## config.mk

```make
export PLATFORM = sky130hd
export DESIGN_NAME = rll_endec_sync
export DESIGN_NICKNAME = d
export VERILOG_FILES = /design/src/rll_enc.v /design/src/rll_endec_sync.v /design/src/rll_pcomp.v
export VERILOG_INCLUDE_DIRS = /design/src
export SDC_FILE = /design/constraint.sdc
export NUM_CORES = 1
export LEC_CHECK = 0
export CAP_MARGIN = 20
export CORE_MARGIN = 1.5
export CORE_UTILIZATION = 60
export DETAILED_ROUTE_END_ITERATION = 10
export DONT_BUFFER_PORTS = 1
export PLACE_DENSITY = 0.79
export SLEW_MARGIN = 15
export SYNTH_ARGS = -nofsm -noshare
export SYNTH_HDL_FRONTEND = slang
export SYNTH_SLANG_ARGS = --single-unit
export TNS_END_PERCENT = 50
```

## constraint.sdc

```tcl
create_clock -name clk_sys -period 4.85 [get_ports clk_sys]
set_input_delay 0.97 -clock clk_sys [delete_from_list [all_inputs] [get_ports clk_sys]]
set_output_delay 0.97 -clock clk_sys [all_outputs]
set_load 0.03 [all_outputs]
```

## src/rll_consts.vh

```
// Constants for the 1,7 RLL encoder and synchroniser control block.
// Assumes a single system clock; the reference, VCO and write clock edges
// arrive as synchronous one-cycle ticks.
// Overview of operation
// - Each data pair becomes three code bits from present, next, prior.
// - 10100 around a one shifts it early, 00101 late, others none.
// - Late bit moves toward the following bit position.
// - Early bit moves toward the preceding bit position.
// - Precomp select 00,01,10,11 gives three, two, one, zero steps.
// - Idle/write run from reference; read decodes and clocks from VCO.
// - Read mode stays on the reference until the VCO has locked.
// - Low mark enable allows mark detection and mark generation.
// - Mark detect floats while writing or while enable is high.
// - A found mark latches detect low until enable goes high.
// - Direct write low: each falling data edge toggles write output.
// - Phase detect enable low: coast, VCO functions use the reference.
// - Low read gate selects read data as PLL reference, starts sync; code needs write gate high too, both low is idle.
// - In read mode select bits set shift size, direction input sets side.
// - Direction 0 gives early window, 1 gives late window.
// - Select 111 none, 110 4% through 000 22%.
// - Serial read output floats except while read gate is active; code also floats it when both gates are low.
// - Read clock source change makes no glitch, loses one pulse at most.
// - Read clock follows reference until 19 read pulses, then read data; code switches it to VCO ticks.
// - Reference active output high while reference drives timing.
// - Encoded write data is retimed to the reference clock.
// - Low write gate places the device in write mode; code needs read gate high too, both low is idle.
`ifndef RLL_CONSTS_VH
`define RLL_CONSTS_VH
`define RLL_LOCK_PULSES 5'h13
`define RLL_CLK_DIV 4'hc
`define RLL_PCOMP_STEP 3'h1
`define RLL_PCOMP_NOM 4'h3
`define RLL_CODE_BUF 3'h6
`endif

```

## src/rll_enc.v

```verilog
// 1,7 RLL encoder: one data pair in, one finished code word out.
// Assumes pairs arrive no faster than one per three reference ticks.
`timescale 1ns/1ps
`default_nettype none
module rll_enc (
    // Clock and reset
    input wire clk_sys,
    input wire reset,
    input wire clk_en,
    input wire clear,
    // Data pairs in
    input wire pair_valid,
    input wire [1:0] pair,
    // Code words out
    output reg word_valid,
    output reg [2:0] word
);
    reg [1:0] pres_q;
    reg have_pres_q;
    reg [2:0] prev_q;
    reg have_prev_q;
    reg [2:0] code;
    reg rewrite;

    // Table lookup on present pair, next pair and prior last bit
    always @*
    begin
        rewrite = 1'b0;
        case (pres_q)
            2'b01: code = (pair == 2'b00) ? 3'h5 :
                (pair == 2'b11) ? 3'h4 : 3'h2;
            2'b10: code = (pair == 2'b00) ? 3'h1 :
                (pair == 2'b11) ? 3'h0 : 3'h2;
            2'b00: code = {2'b00, ~pair[0]};
            default: code = 3'h2;
        endcase
        if (pair == 2'b10 && pres_q != 2'b00)
            rewrite = 1'b1;
    end

    // Hold one word back so its last bit may still be rewritten
    always @(posedge clk_sys or posedge reset)
    begin
        if (reset)
        begin
            pres_q <= 2'h0;
            have_pres_q <= 1'b0;
            prev_q <= 3'h0;
            have_prev_q <= 1'b0;
            word_valid <= 1'b0;
            word <= 3'h0;
        end
        else if (clk_en)
        begin
            word_valid <= 1'b0;
            if (clear)
            begin
                have_pres_q <= 1'b0;
                have_prev_q <= 1'b0;
            end
            else if (pair_valid)
            begin
                pres_q <= pair;
                have_pres_q <= 1'b1;
                if (have_pres_q)
                begin
                    prev_q <= code;
                    have_prev_q <= 1'b1;
                    if (have_prev_q)
                    begin
                        word_valid <= 1'b1;
                        word <= {prev_q[2:1], prev_q[0] & ~rewrite};
                    end
                end
            end
        end
    end
endmodule
`default_nettype wire

```

## src/rll_endec_sync.v

```verilog
// Digital side of the 1,7 RLL data synchroniser: mode decode, read clock
// source selection, address mark pins, write path and window shift.
// Assumes all ticks and pins are synchronous to clk_sys; the analog PLL
// and delay lines live outside.
`timescale 1ns/1ps
`default_nettype none
`include "rll_consts.vh"
module rll_endec_sync (
    // Clock, reset, enable
    input wire clk_sys,
    input wire reset,
    input wire clk_en,
    // Controller gates and modes
    input wire write_gate_n,
    input wire read_gate_n,
    input wire mark_search_enable_n,
    input wire direct_write_n,
    input wire phase_detect_enable,
    // Timing ticks
    input wire ref_tick,
    input wire vco_tick,
    input wire write_clock_tick,
    input wire read_pulse,
    // Write data and precomp
    input wire serial_write_in,
    input wire precomp_sel_lo,
    input wire precomp_sel_hi,
    // Window shift control
    input wire window_shift_sel0,
    input wire window_shift_sel1,
    input wire window_shift_sel2,
    input wire window_shift_dir,
    // Read side events
    input wire read_bit_in,
    input wire read_bit_valid,
    input wire mark_hit,
    // Write output
    output wire encoded_write_out,
    // Clock status
    output reg recovered_clock,
    output wire ref_clock_active,
    output wire phase_ref_is_read,
    output wire decode_from_vco,
    output wire phase_detect_on,
    // Serial read data pin
    output reg serial_read_out,
    output wire serial_read_oe_n,
    // Address mark pins
    output reg mark_found_n,
    output wire mark_found_oe_n,
    output wire mark_write_enable,
    // Window shift result
    output reg [4:0] window_shift_pct,
    output reg window_shift_late
);
    // Window shift magnitude in percent from active-low selects
    function [4:0] shift_pct;
        input [2:0] s;
        begin
            case (s)
                3'b111: shift_pct = 5'h00;
                3'b110: shift_pct = 5'h04;
                3'b101: shift_pct = 5'h08;
                3'b100: shift_pct = 5'h0c;
                3'b011: shift_pct = 5'h0f;
                3'b010: shift_pct = 5'h12;
                3'b001: shift_pct = 5'h14;
                default: shift_pct = 5'h16;
            endcase
        end
    endfunction

    localparam ST_IDLE = 2'b00;
    localparam ST_READ = 2'b01;
    localparam ST_WRITE = 2'b10;

    reg [1:0] mode_q;
    reg [1:0] mode_d;
    reg [4:0] pulse_cnt_q;
    reg locked_q;
    reg src_vco_q;
    reg [3:0] div_q;
    reg [1:0] cap_q;
    reg cap_half_q;
    reg pair_valid_q;
    reg [1:0] pair_q;
    reg [5:0] code_buf_q;
    reg [2:0] code_cnt_q;
    reg [5:0] code_buf_d;
    reg [2:0] code_cnt_d;
    reg swi_prev_q;
    reg [2:0] shifted_cnt;
    reg [5:0] shifted_buf;
    wire enc_valid;
    wire [2:0] enc_word;
    wire in_read;
    wire in_write;
    wire searching;
    wire direct;
    wire direct_toggle;
    wire want_vco;
    wire src_tick;
    wire bit_out;

    // Mode decode; both gates low falls back to idle
    always @*
    begin
        case ({write_gate_n, read_gate_n})
            2'b01: mode_d = ST_WRITE;
            2'b10: mode_d = ST_READ;
            2'b00: mode_d = ST_IDLE;
            default: mode_d = ST_IDLE;
        endcase
    end

    // Mode register
    always @(posedge clk_sys or posedge reset)
    begin
        if (reset)
            mode_q <= ST_IDLE;
        else if (clk_en)
            mode_q <= mode_d;
    end

    assign in_read = (mode_q == ST_READ);
    assign in_write = (mode_q == ST_WRITE);
    assign direct = in_write && !direct_write_n;

    // Read data pulses counted toward lock after the gate falls
    always @(posedge clk_sys or posedge reset)
    begin
        if (reset)
        begin
            pulse_cnt_q <= 5'h00;
            locked_q <= 1'b0;
        end
        else if (clk_en)
        begin
            if (!in_read)
            begin
                pulse_cnt_q <= 5'h00;
                locked_q <= 1'b0;
            end
            else if (read_pulse && !locked_q)
            begin
                pulse_cnt_q <= pulse_cnt_q + 5'h01;
                if (pulse_cnt_q + 5'h01 == `RLL_LOCK_PULSES)
                    locked_q <= 1'b1;
            end
        end
    end

    // VCO drives timing only when read, locked and not coasting
    assign want_vco = in_read && locked_q &&
        phase_detect_enable;
    assign phase_ref_is_read = in_read;
    assign phase_detect_on = phase_detect_enable;
    assign decode_from_vco = src_vco_q;
    assign ref_clock_active = ~src_vco_q;
    assign src_tick = src_vco_q ? vco_tick : ref_tick;

    // Divide-by-twelve read clock; source swaps only at a cycle start
    always @(posedge clk_sys or posedge reset)
    begin
        if (reset)
        begin
            div_q <= 4'h0;
            recovered_clock <= 1'b0;
            src_vco_q <= 1'b0;
        end
        else if (clk_en)
        begin
            if (div_q == 4'h0 && !recovered_clock &&
                src_vco_q != want_vco)
                src_vco_q <= want_vco;
            else if (src_tick)
            begin
                if (div_q == (`RLL_CLK_DIV >> 1) - 4'h1)
                begin
                    div_q <= 4'h0;
                    recovered_clock <= ~recovered_clock;
                end
                else
                    div_q <= div_q + 4'h1;
            end
        end
    end

    // Serial write data gathered into pairs on write clock ticks
    always @(posedge clk_sys or posedge reset)
    begin
        if (reset)
        begin
            cap_q <= 2'h0;
            cap_half_q <= 1'b0;
            pair_valid_q <= 1'b0;
            pair_q <= 2'h0;
        end
        else if (clk_en)
        begin
            pair_valid_q <= 1'b0;
            if (!in_write || direct)
                cap_half_q <= 1'b0;
            else if (write_clock_tick)
            begin
                cap_q <= {cap_q[0], serial_write_in};
                cap_half_q <= ~cap_half_q;
                if (cap_half_q)
                begin
                    pair_q <= {cap_q[0], serial_write_in};
                    pair_valid_q <= 1'b1;
                end
            end
        end
    end

    // Encoder
    rll_enc u_enc (
        .clk_sys(clk_sys),
        .reset(reset),
        .clk_en(clk_en),
        .clear(!in_write || direct),
        .pair_valid(pair_valid_q),
        .pair(pair_q),
        .word_valid(enc_valid),
        .word(enc_word)
    );

    // Code bits leave one per reference tick, retimed to the reference
    always @*
    begin
        shifted_buf = code_buf_q;
        shifted_cnt = code_cnt_q;
        if (ref_tick && code_cnt_q != 3'h0)
        begin
            shifted_buf = {code_buf_q[4:0], 1'b0};
            shifted_cnt = code_cnt_q - 3'h1;
        end
        code_buf_d = shifted_buf;
        code_cnt_d = shifted_cnt;
        if (enc_valid && shifted_cnt <= `RLL_CODE_BUF - 3'h3)
        begin
            code_buf_d = shifted_buf | ({enc_word, 3'h0} >> shifted_cnt);
            code_cnt_d = shifted_cnt + 3'h3;
        end
        if (!in_write || direct)
        begin
            code_buf_d = 6'h00;
            code_cnt_d = 3'h0;
        end
    end

    // Code buffer registers
    always @(posedge clk_sys or posedge reset)
    begin
        if (reset)
        begin
            code_buf_q <= 6'h00;
            code_cnt_q <= 3'h0;
        end
        else if (clk_en)
        begin
            code_buf_q <= code_buf_d;
            code_cnt_q <= code_cnt_d;
        end
    end

    assign bit_out = (code_cnt_q != 3'h0) && code_buf_q[5];

    // Falling edges of serial data seen in direct write
    always @(posedge clk_sys or posedge reset)
    begin
        if (reset)
            swi_prev_q <= 1'b1; // Pin idles high, no false edge
        else if (clk_en)
            swi_prev_q <= serial_write_in;
    end

    assign direct_toggle = direct && swi_prev_q &&
        !serial_write_in;

    // Precompensation and write flip-flop
    rll_pcomp u_pcomp (
        .clk_sys(clk_sys),
        .reset(reset),
        .clk_en(clk_en),
        .bit_tick(ref_tick && in_write && !direct),
        .code_bit(bit_out),
        .sel({precomp_sel_hi, precomp_sel_lo}),
        .direct_toggle(direct_toggle),
        .write_ff(encoded_write_out)
    );

    // Address mark: search when enabled and not writing
    assign searching = !mark_search_enable_n && write_gate_n;
    assign mark_found_oe_n = ~searching;
    assign mark_write_enable = in_write &&
        !mark_search_enable_n;

    // Found mark held low until the enable returns high
    always @(posedge clk_sys or posedge reset)
    begin
        if (reset)
            mark_found_n <= 1'b1;
        else if (clk_en)
        begin
            if (mark_search_enable_n)
                mark_found_n <= 1'b1;
            else if (searching && mark_hit)
                mark_found_n <= 1'b0;
        end
    end

    // Serial read data driven only in read mode
    assign serial_read_oe_n = ~in_read;

    always @(posedge clk_sys or posedge reset)
    begin
        if (reset)
            serial_read_out <= 1'b0;
        else if (clk_en && in_read && read_bit_valid)
            serial_read_out <= read_bit_in;
    end

    // Window shift size and side, applied in read mode only
    always @(posedge clk_sys or posedge reset)
    begin
        if (reset)
        begin
            window_shift_pct <= 5'h00;
            window_shift_late <= 1'b0;
        end
        else if (clk_en)
        begin
            if (in_read)
            begin
                window_shift_pct <= shift_pct({window_shift_sel2,
                    window_shift_sel1, window_shift_sel0});
                window_shift_late <= window_shift_dir;
            end
            else
            begin
                window_shift_pct <= 5'h00;
                window_shift_late <= 1'b0;
            end
        end
    end
endmodule
`default_nettype wire

```

## src/rll_pcomp.v

```verilog
// Write precompensation and the write data flip-flop.
// Assumes code ones are spaced wider than the longest shift delay.
`timescale 1ns/1ps
`default_nettype none
`include "rll_consts.vh"
module rll_pcomp (
    // Clock and reset
    input wire clk_sys,
    input wire reset,
    input wire clk_en,
    // Code bit stream on reference ticks
    input wire bit_tick,
    input wire code_bit,
    input wire [1:0] sel,
    // Direct toggle request
    input wire direct_toggle,
    // Write data flip-flop
    output reg write_ff
);
    reg [4:0] win_q;
    reg [3:0] dly_q;
    reg busy_q;
    wire early = (win_q == 5'b10100);
    wire late = (win_q == 5'b00101);
    // Select 00 gives 3 steps down to 11 giving none
    wire [3:0] mag = {2'b00, ~sel} * {1'b0, `RLL_PCOMP_STEP};
    wire [3:0] load = late ? `RLL_PCOMP_NOM + mag :
        early ? `RLL_PCOMP_NOM - mag : `RLL_PCOMP_NOM;

    // Window shift, delay count and transition on expiry
    always @(posedge clk_sys or posedge reset)
    begin
        if (reset)
        begin
            win_q <= 5'h00;
            dly_q <= 4'h0;
            busy_q <= 1'b0;
            write_ff <= 1'b0;
        end
        else if (clk_en)
        begin
            if (bit_tick)
                win_q <= {win_q[3:0], code_bit};
            if (bit_tick && win_q[2])
            begin
                dly_q <= load;
                busy_q <= 1'b1;
            end
            else if (busy_q && dly_q == 4'h0)
                busy_q <= 1'b0;
            else if (busy_q)
                dly_q <= dly_q - 4'h1;
            if (direct_toggle || (busy_q && dly_q == 4'h0))
                write_ff <= ~write_ff;
        end
    end
endmodule
`default_nettype wire

```

After elaboration in Yosys (flattened, before gate mapping). Index checks and enable logic that the tools add are counted.

Add/subtract/negate cells: 7. Multiply operators: 0. Div/mod/pow operators: 0. Order comparisons: 1. Equal/unequal tests: 23. Shift operators: 1. Multiplexer cells: 46. Bitwise operators: 13. Reductions and logical operators: 60.

Operators by type and width (count): 5-bit one-hot mux with 7 select lines (1); 1-bit 2-to-1 mux (24); 4-bit 2-to-1 mux (6); 1-bit logical AND (21); 3-bit 2-to-1 mux (6); 6-bit 2-to-1 mux (3); 3-bit AND reduction (6); 2-bit AND reduction (8); 5-bit 2-to-1 mux (3); 2-bit nonzero test (7); 3-bit equality test, second input constant (4); 4-bit AND reduction (3); 2-bit equality test, second input constant (5); 5-bit equality test, second input constant (2); 1-bit NOT (10); 3-bit one-hot mux with 3 select lines (1); 4-bit logical NOT (2); 1-bit logical NOT (7); 2-bit by 1-bit equality test with 1-bit output, second input constant (3); 3-bit by 2-bit equality test with 1-bit output, second input constant (2); 2-bit by 1-bit != test with 1-bit output, second input constant (3); 6-bit OR (1); 6-bit by 3-bit >> shifter with 6-bit output (1); 5-bit by 1-bit adder with 5-bit output, second input constant (1); other kinds (19) (21).

Register bits: 59. Bits in latches: 0. Memory bits (writable): 0. Bits in read-only memories: 0. Logic and storage cells: 178. Memories: 0.

Longest topological paths before layout. Gate-level depths: netlist of the first run.

Word-level depth: 7. Depth in mapped cells: 8.

Hierarchy. A second synthesis of the first run with hierarchy kept.

Cell total of the unflattened synthesis: 314. Area, all modules: 3208.1 um2.

Modules (own cells, without submodules): rll_endec_sync (times used 1, cells each 206, area each 2053.2 um2, sequential area each 928.4 um2); rll_pcomp (times used 1, cells each 60, area each 634.4 um2, sequential area each 275.3 um2); rll_enc (times used 1, cells each 48, area each 520.5 um2, sequential area each 275.3 um2).

Worst setup path before layout of the first run. Ideal clock, no wire load.

Path kind: input -> output. From: input mark_search_enable_n. To: output mark_write_enable. Arrival time: 1402 ps. Setup slack: 2478 ps. Stages on the path: 1. Cells stage by stage: nor2b_1.

Cells in the longest elaborated chain, start to end: 2.

RTL lines: from (decl) (RTL line rll_endec_sync.v:16) `input wire mark_search_enable_n,`; 1-bit logical NOT (RTL line rll_endec_sync.v:298) `!mark_search_enable_n;`; 1-bit logical AND (RTL line rll_endec_sync.v:297) `assign mark_write_enable = in_write &&`; to (decl) (RTL line rll_endec_sync.v:51) `output wire mark_write_enable,`.

Every way passes these cells.

Worst setup path after layout of the first run.
From: register mode_q[0]. To: output serial_read_oe_n.

Cells in the longest elaborated chain, start to end: 2.

RTL lines: from (decl) (RTL line rll_endec_sync.v:77) `reg [1:0] mode_q;`; from (signal assigned) (RTL line rll_endec_sync.v:122) `mode_q <= mode_d;`; 2-bit by 1-bit equality test with 1-bit output (RTL line rll_endec_sync.v:125) `assign in_read = (mode_q == ST_READ);`; via phase_ref_is_read (RTL line rll_endec_sync.v:42) `output wire phase_ref_is_read,`; 1-bit NOT (RTL line rll_endec_sync.v:315) `assign serial_read_oe_n = ~in_read;`; to (decl) (RTL line rll_endec_sync.v:47) `output wire serial_read_oe_n,`.

The timed path passes the listed nets, and every way through them passes these cells.

==> results.cfg, run 1 <==
[run_status]
status = finished, final reports clean

[drt]
avgViaCountPerCell = 5.885
wl_per_cell_um = 15.53
wl_mm = 6.196
drc = 0
final_antenna_net_count = 0
drtIter0Drc = 143
drtPass1Iterations = 4
vias = 2348

[clock_network]
cts_buffers = 9
clkTransAtPathRegs_ns = 0.06
ctsResizeCount = 0
cts_hold_buf = 0
post_cts_buffers = 0
cts_tree = yes
cts.htree.levels = 3
cts_max_path_buffers = 2
worstSkewPairLatency_ns = 0.34
clkSinkCount = 59
clock-root-buffer = clkbuf_8

[timing]
rsz0062_at_grt = no
finalCritPeriodShare = 0.6072
finalCriticalPeriod_ns = 2.945
hold_violations = 0
fin_skew_ns = 0.008526
slew_viol_final = 0
setup_violations = 0
worst_pin_slew_ns = 0.9415
fmax_mhz = 339.5
slew_headroom = 0.3711
finalSetupTns_ns = 0

[die]
die_h_um = 75.09
num_rows = 26
initial_core_util = 0.6184
fp.dieW_um = 75.09
core_um2 = 5042
die-area_um2 = 5638
io_pins = 39

[grt]
antenna_found_initial = 0
grt_first_pass_wirelength_mm = 10.55
grt.overflow.total = 0
grt_max_degree = 60
grt_usage = 0.2499
grt_pass1_vias = 2326

[power]
power_density_nw_per_um2 = 348.0
ir_drop_v = 0.0002509
cellLeakagePower_nw = 1.450

[synthesis]
yosysSeqAreaShare = 0.4743
yosys.area.top_type = dfrtp_1
ys_types = 56
syn-num-nets = 354
synthTopCellsByArea = dfrtp_1 (46%), o21ai_0 (5.1%), mux2_2 (4.3%)
ys.flop_type = dfrtp_1
syn-instance-count = 323
yosysWarningCount = 0
synth_edf_count = 0
async_flop_share = 1.000
syn_area_per_cell_um2 = 9.653
yosys.cell_count.top_type = dfrtp_1
syn_area_um2 = 3118
synth_top_area_frac = 0.4575
ys_seq_elements = 59
ys_top_cells_by_count = dfrtp_1 (57), nand2_1 (34), o21ai_0 (32)

[worst_setup_path]
cp_cell_sequence = nor2b_1, inv_1
cp.depth = 2
cp.buffers_inverters = 1
critical_path_required_ns = 3.88
max_stage_delay_ns = 0.77
reg2reg_depth = 6
crit_family = simple AND/OR/NAND/NOR gates
cp.arrival_ns = 1.98
startpoint_type = flip-flop
worstSetupEndpointType = primary output
cp_max_fo = 6
path_class = reg2out
critPathSlowestCell = nor2b_1

[placed_design]
dp_hpwl_mm = 4.382
routabilityCongestion = 0.8473
io_buffer_count = 0

[final_layout]
n_antenna_cell = 0
drive_above_1_share = 0.1155
num-fill-cells = 416
final_core_util = 0.6685
area_growth_pct = 8.106
nNetsFinal = 355

[hold_path]
whs_path_depth = 2
min_path_type = reg2reg

[job]
drv_cap = 0
==> worst register-to-register path: cells and delay by family, from the launching register on <==
kind	cells	cell delay, ns
AO/OA/AOI/OAI	3	0.69
buffers and inverters	1	0.47
flip-flops	1	0.40
AND/OR/NAND/NOR	2	0.87
==> final cells by class <==
type,count,area (um^2),share of cell area
multi-input combinational,230,1494,0.4432
inverter,23,86.33,0.02561
clock inverter,1,30.03,0.008909
tap,70,87.58,0.02598
sequential,59,1479,0.4388
timing repair buffer,1,7.507,0.002227
clock buffer,15,186.4,0.05531
==> metrics by stage <==
step                area [um^2]  worst slack [ns]  total power (W)  std cells  hold WS (ns)
floorplan                  3118             2.427        0.0006818        323        0.4494
global placement           3154             2.333        0.0006950        383        0.4701
detailed placement         3154             2.245        0.0007025        383        0.4806
CTS                        3371             1.869         0.001181        399        0.4943
global route               3371             1.768         0.001221        399        0.5215
finish                     3371             1.905         0.001173        399        0.4921
==> path summary, 6_finish.rpt <==
check | startpoint | to | slack (ns)
min in group asynchronous | reset | window_shift_pct[3] | 0.71
worst min register to register | code_buf_q[0] | code_buf_q[0] | 0.49
worst max-delay path | mode_q[0] | serial_read_oe_n | 1.90
worst min-delay path | code_buf_q[0] | code_buf_q[0] | 0.49
worst max register to register | mode_q[0] | locked_q | 2.30
max in group asynchronous | reset | u_pcomp.win_q[2] | 3.65
==> routing by layer <==
metal / GRT usage / vias up / part of all wire
met5: 0 / - / 0
met4: 0.1152 / 0 / 0.023
met3: 0.06292 / 12 / 0.046
met2: 0.4081 / 48 / 0.47
met1: 0.3130 / 1138 / 0.46
li1: - / 1150 / -
==> flip-flops by register name (all words and copies together), names as in the netlist, 3 cells and up <==
name and cells:
window_shift_pct 5, u_pcomp.win_q 5, div_q 4, pulse_cnt_q 5
u_pcomp.dly_q 4, u_enc.prev_q 3, code_buf_q 6, code_cnt_q 3
u_enc.word 3
==> cell families after synthesis <==
group,share of synthesized area
xor gates and xnor gates,0.02809
adders and majority gates,0.03612
DFF,0.4743
AOI/OAI and AO/OA,0.1806
buffers and inverters,0.04655
muxes,0.05939
and+or+nand+nor,0.1750
==> where the power goes <==
| part | leakage, nW | internal (W) | switching (W) |
|---|---|---|---|
| clock network | 0.110 | 0.000294 | 0.000185 |
| logic | 0.544 | 0.0000383 | 0.0000587 |
| registers | 0.796 | 0.000530 | 0.0000668 |
==> cell usage in the layout (no fill, tap or decap), types with 3 or more instances in the layout <==
master / n
dfrtp_1: 57
nor3b_1: 3
nand2_1: 34
ha_1: 9
o21ai_0: 32
xnor2_1: 8
nand3_1: 19
a21oi_1: 14
a22oi_1: 4
mux2_2: 12
inv_1: 22
nor2_1: 18
o31ai_1: 3
mux2i_1: 5
a31oi_1: 6
nor2b_1: 5
o2bb2ai_1: 4
a22o_1: 4
o21ai_1: 4
nand2b_1: 6
clkbuf_8: 13
o211ai_1: 3
No activity file was read; power rests on OpenSTA's default activity.
==> run 2: changes to the inputs <==
- CORE_UTILIZATION: 60 -> 57
- PLACE_DENSITY: 0.79 -> 0.78
- clock period: 4.85 -> 2.4 ns (I/O delays scaled with it)
==> run 2 against run 1 <==
  * Routed wire length grew 1.5%
  * Via count grew 0.77%
  * Clock skew shrank 0.00069 ns
  * Sequential power grew 100%
==> results.cfg, run 2 (synthesized netlist as in run 1, its figures left out) <==
[grt]
grt.overflow.total = 0
antenna_found_initial = 0
grt_max_degree = 38
grt_pass1_vias = 2283
grt_first_pass_wirelength_mm = 10.90
grt_usage = 0.2346

[die]
initial_core_util = 0.5990
die-area_um2 = 5923
core_um2 = 5205
io_pins = 39
die_h_um = 76.96
fp.dieW_um = 76.96
num_rows = 26

[final_layout]
top_register = code_buf_q
nNetsFinal = 358
largest_register_ffs = 6
drive_above_1_share = 0.1235
n_antenna_cell = 0
final_cell_mix = dfrtp_1 (57), nand2_1 (34), o21ai_0 (32)
final_common_cell = dfrtp_1
area_growth_pct = 8.226

[worst_setup_path]
path_class = reg2out
startpoint_type = flip-flop
cp.arrival_ns = 1.46
cp_max_fo = 5
reg2reg_depth = 6
critical_path_required_ns = 1.92
worstSetupEndpointType = primary output
timing.rr.start = code_cnt_q[1]
critPathLaunch = mode_q[1]

[clock_network]
clkTransAtPathRegs_ns = 0.06
ctsResizeCount = 0
clock-root-buffer = clkbuf_8
cts_tree = yes
cts_max_path_buffers = 2
cts_buffers = 9
clkSinkCount = 59
worstSkewPairLatency_ns = 0.33
post_cts_buffers = 0
cts_hold_buf = 0
cts.htree.levels = 3

[power]
combPwrFrac = 0.088
swShare = 0.2796
ir_drop_v = 0.0005471
power_density_nw_per_um2 = 670.1
clkPwrFrac = 0.379
cellLeakagePower_nw = 1.457
finalPower_w = 0.002261
p_sw_w = 0.0006322
power.internal_w = 0.001629
seqPwrFrac = 0.532

[drt]
avgViaCountPerCell = 5.886
drtIter0Drc = 149
final_antenna_net_count = 0
wl_mm = 6.288
vias = 2366
drtPass1Iterations = 4
wl_per_cell_um = 15.64
drc = 0

[timing]
worst_pin_slew_ns = 0.5938
slew_viol_final = 0
fin_skew_ns = 0.007837
finalCritPeriodShare = 0.8104
hold_violations = 0
fmax_mhz = 514.2
setup_violations = 0
finalSetupTns_ns = 0
finalCriticalPeriod_ns = 1.945
rsz0062_at_grt = no
slew_headroom = 0.6036

[job]
drv_cap = 0

[placed_design]
dp_hpwl_mm = 4.445
routabilityCongestion = 0.9725
io_buffer_count = 0

[hold_path]
min_path_type = in2async

[run_status]
status = finished, final reports clean
-- run 2: cell types whose count changed in the layout (fill, tap and decap cells not counted), sizes merged --
cell,delta
clkbuf,-4
clkinv,+4
buf,+3
-- run 2: final timing paths --
path / end / slack [ns]
max in group asynchronous: mark_found_n / 1.67
hold reg to reg: cap_half_q / 0.49
hold / removal: u_pcomp.dly_q[3] / 0.1
min in group clk_sys: u_enc.have_pres_q / 0.24
setup reg to reg: code_cnt_q[1] / 0.46
setup / recovery: mark_write_enable / 0.46
-- run 2: area by class of cell --
class,count,area (um^2)
well taps,70,87.58
repair buffers,4,42.54
clock inverters,5,53.80
fillers,431,1831
clock buffers,11,131.4
flip-flops and latches,59,1479
inverters,23,86.33
multi-input cells,230,1494
-- run 2: routing by layer --
| metal | wire length, um | vias up | share of wire | global-route usage |
|---|---|---|---|---|
| li1 | - | 1160 | - | - |
| met5 | 0 | - | 0 | 0 |
| met1 | 2948 | 1144 | 0.47 | 0.3130 |
| met2 | 2993 | 56 | 0.48 | 0.3708 |
| met4 | 52 | 0 | 0.0083 | 0.06667 |
| met3 | 294 | 6 | 0.047 | 0.07024 |
-- run 2: worst max-delay path: stages (launching register included) --
cell     delay (ns)
dfrtp_1        0.41
nor2b_1        0.21
nor2b_1        0.51
-- run 2: power by group through the flow --
stage	logic (W)	registers (W)	clock network [W]
floorplan	0.000177	0.00120	0
global placement	0.000195	0.00122	0
detailed placement	0.000202	0.00122	0
CTS	0.000202	0.00120	0.000872
global route	0.000230	0.00122	0.000922
finish	0.000200	0.00120	0.000858
-- run 2: stage by stage --
step	instances	cell area, um^2	worst slack, ns	hold WS, ns	utilization
global placement	386	3189	0.5341	0.4597	0.6127
CTS	402	3374	0.4377	0.1082	0.6483
finish	402	3374	0.4551	0.09853	0.6483
global route	402	3374	0.3405	0.1309	0.6483
detailed placement	386	3189	0.4863	0.4580	0.6127
floorplan	323	3118	0.4670	0.4494	-
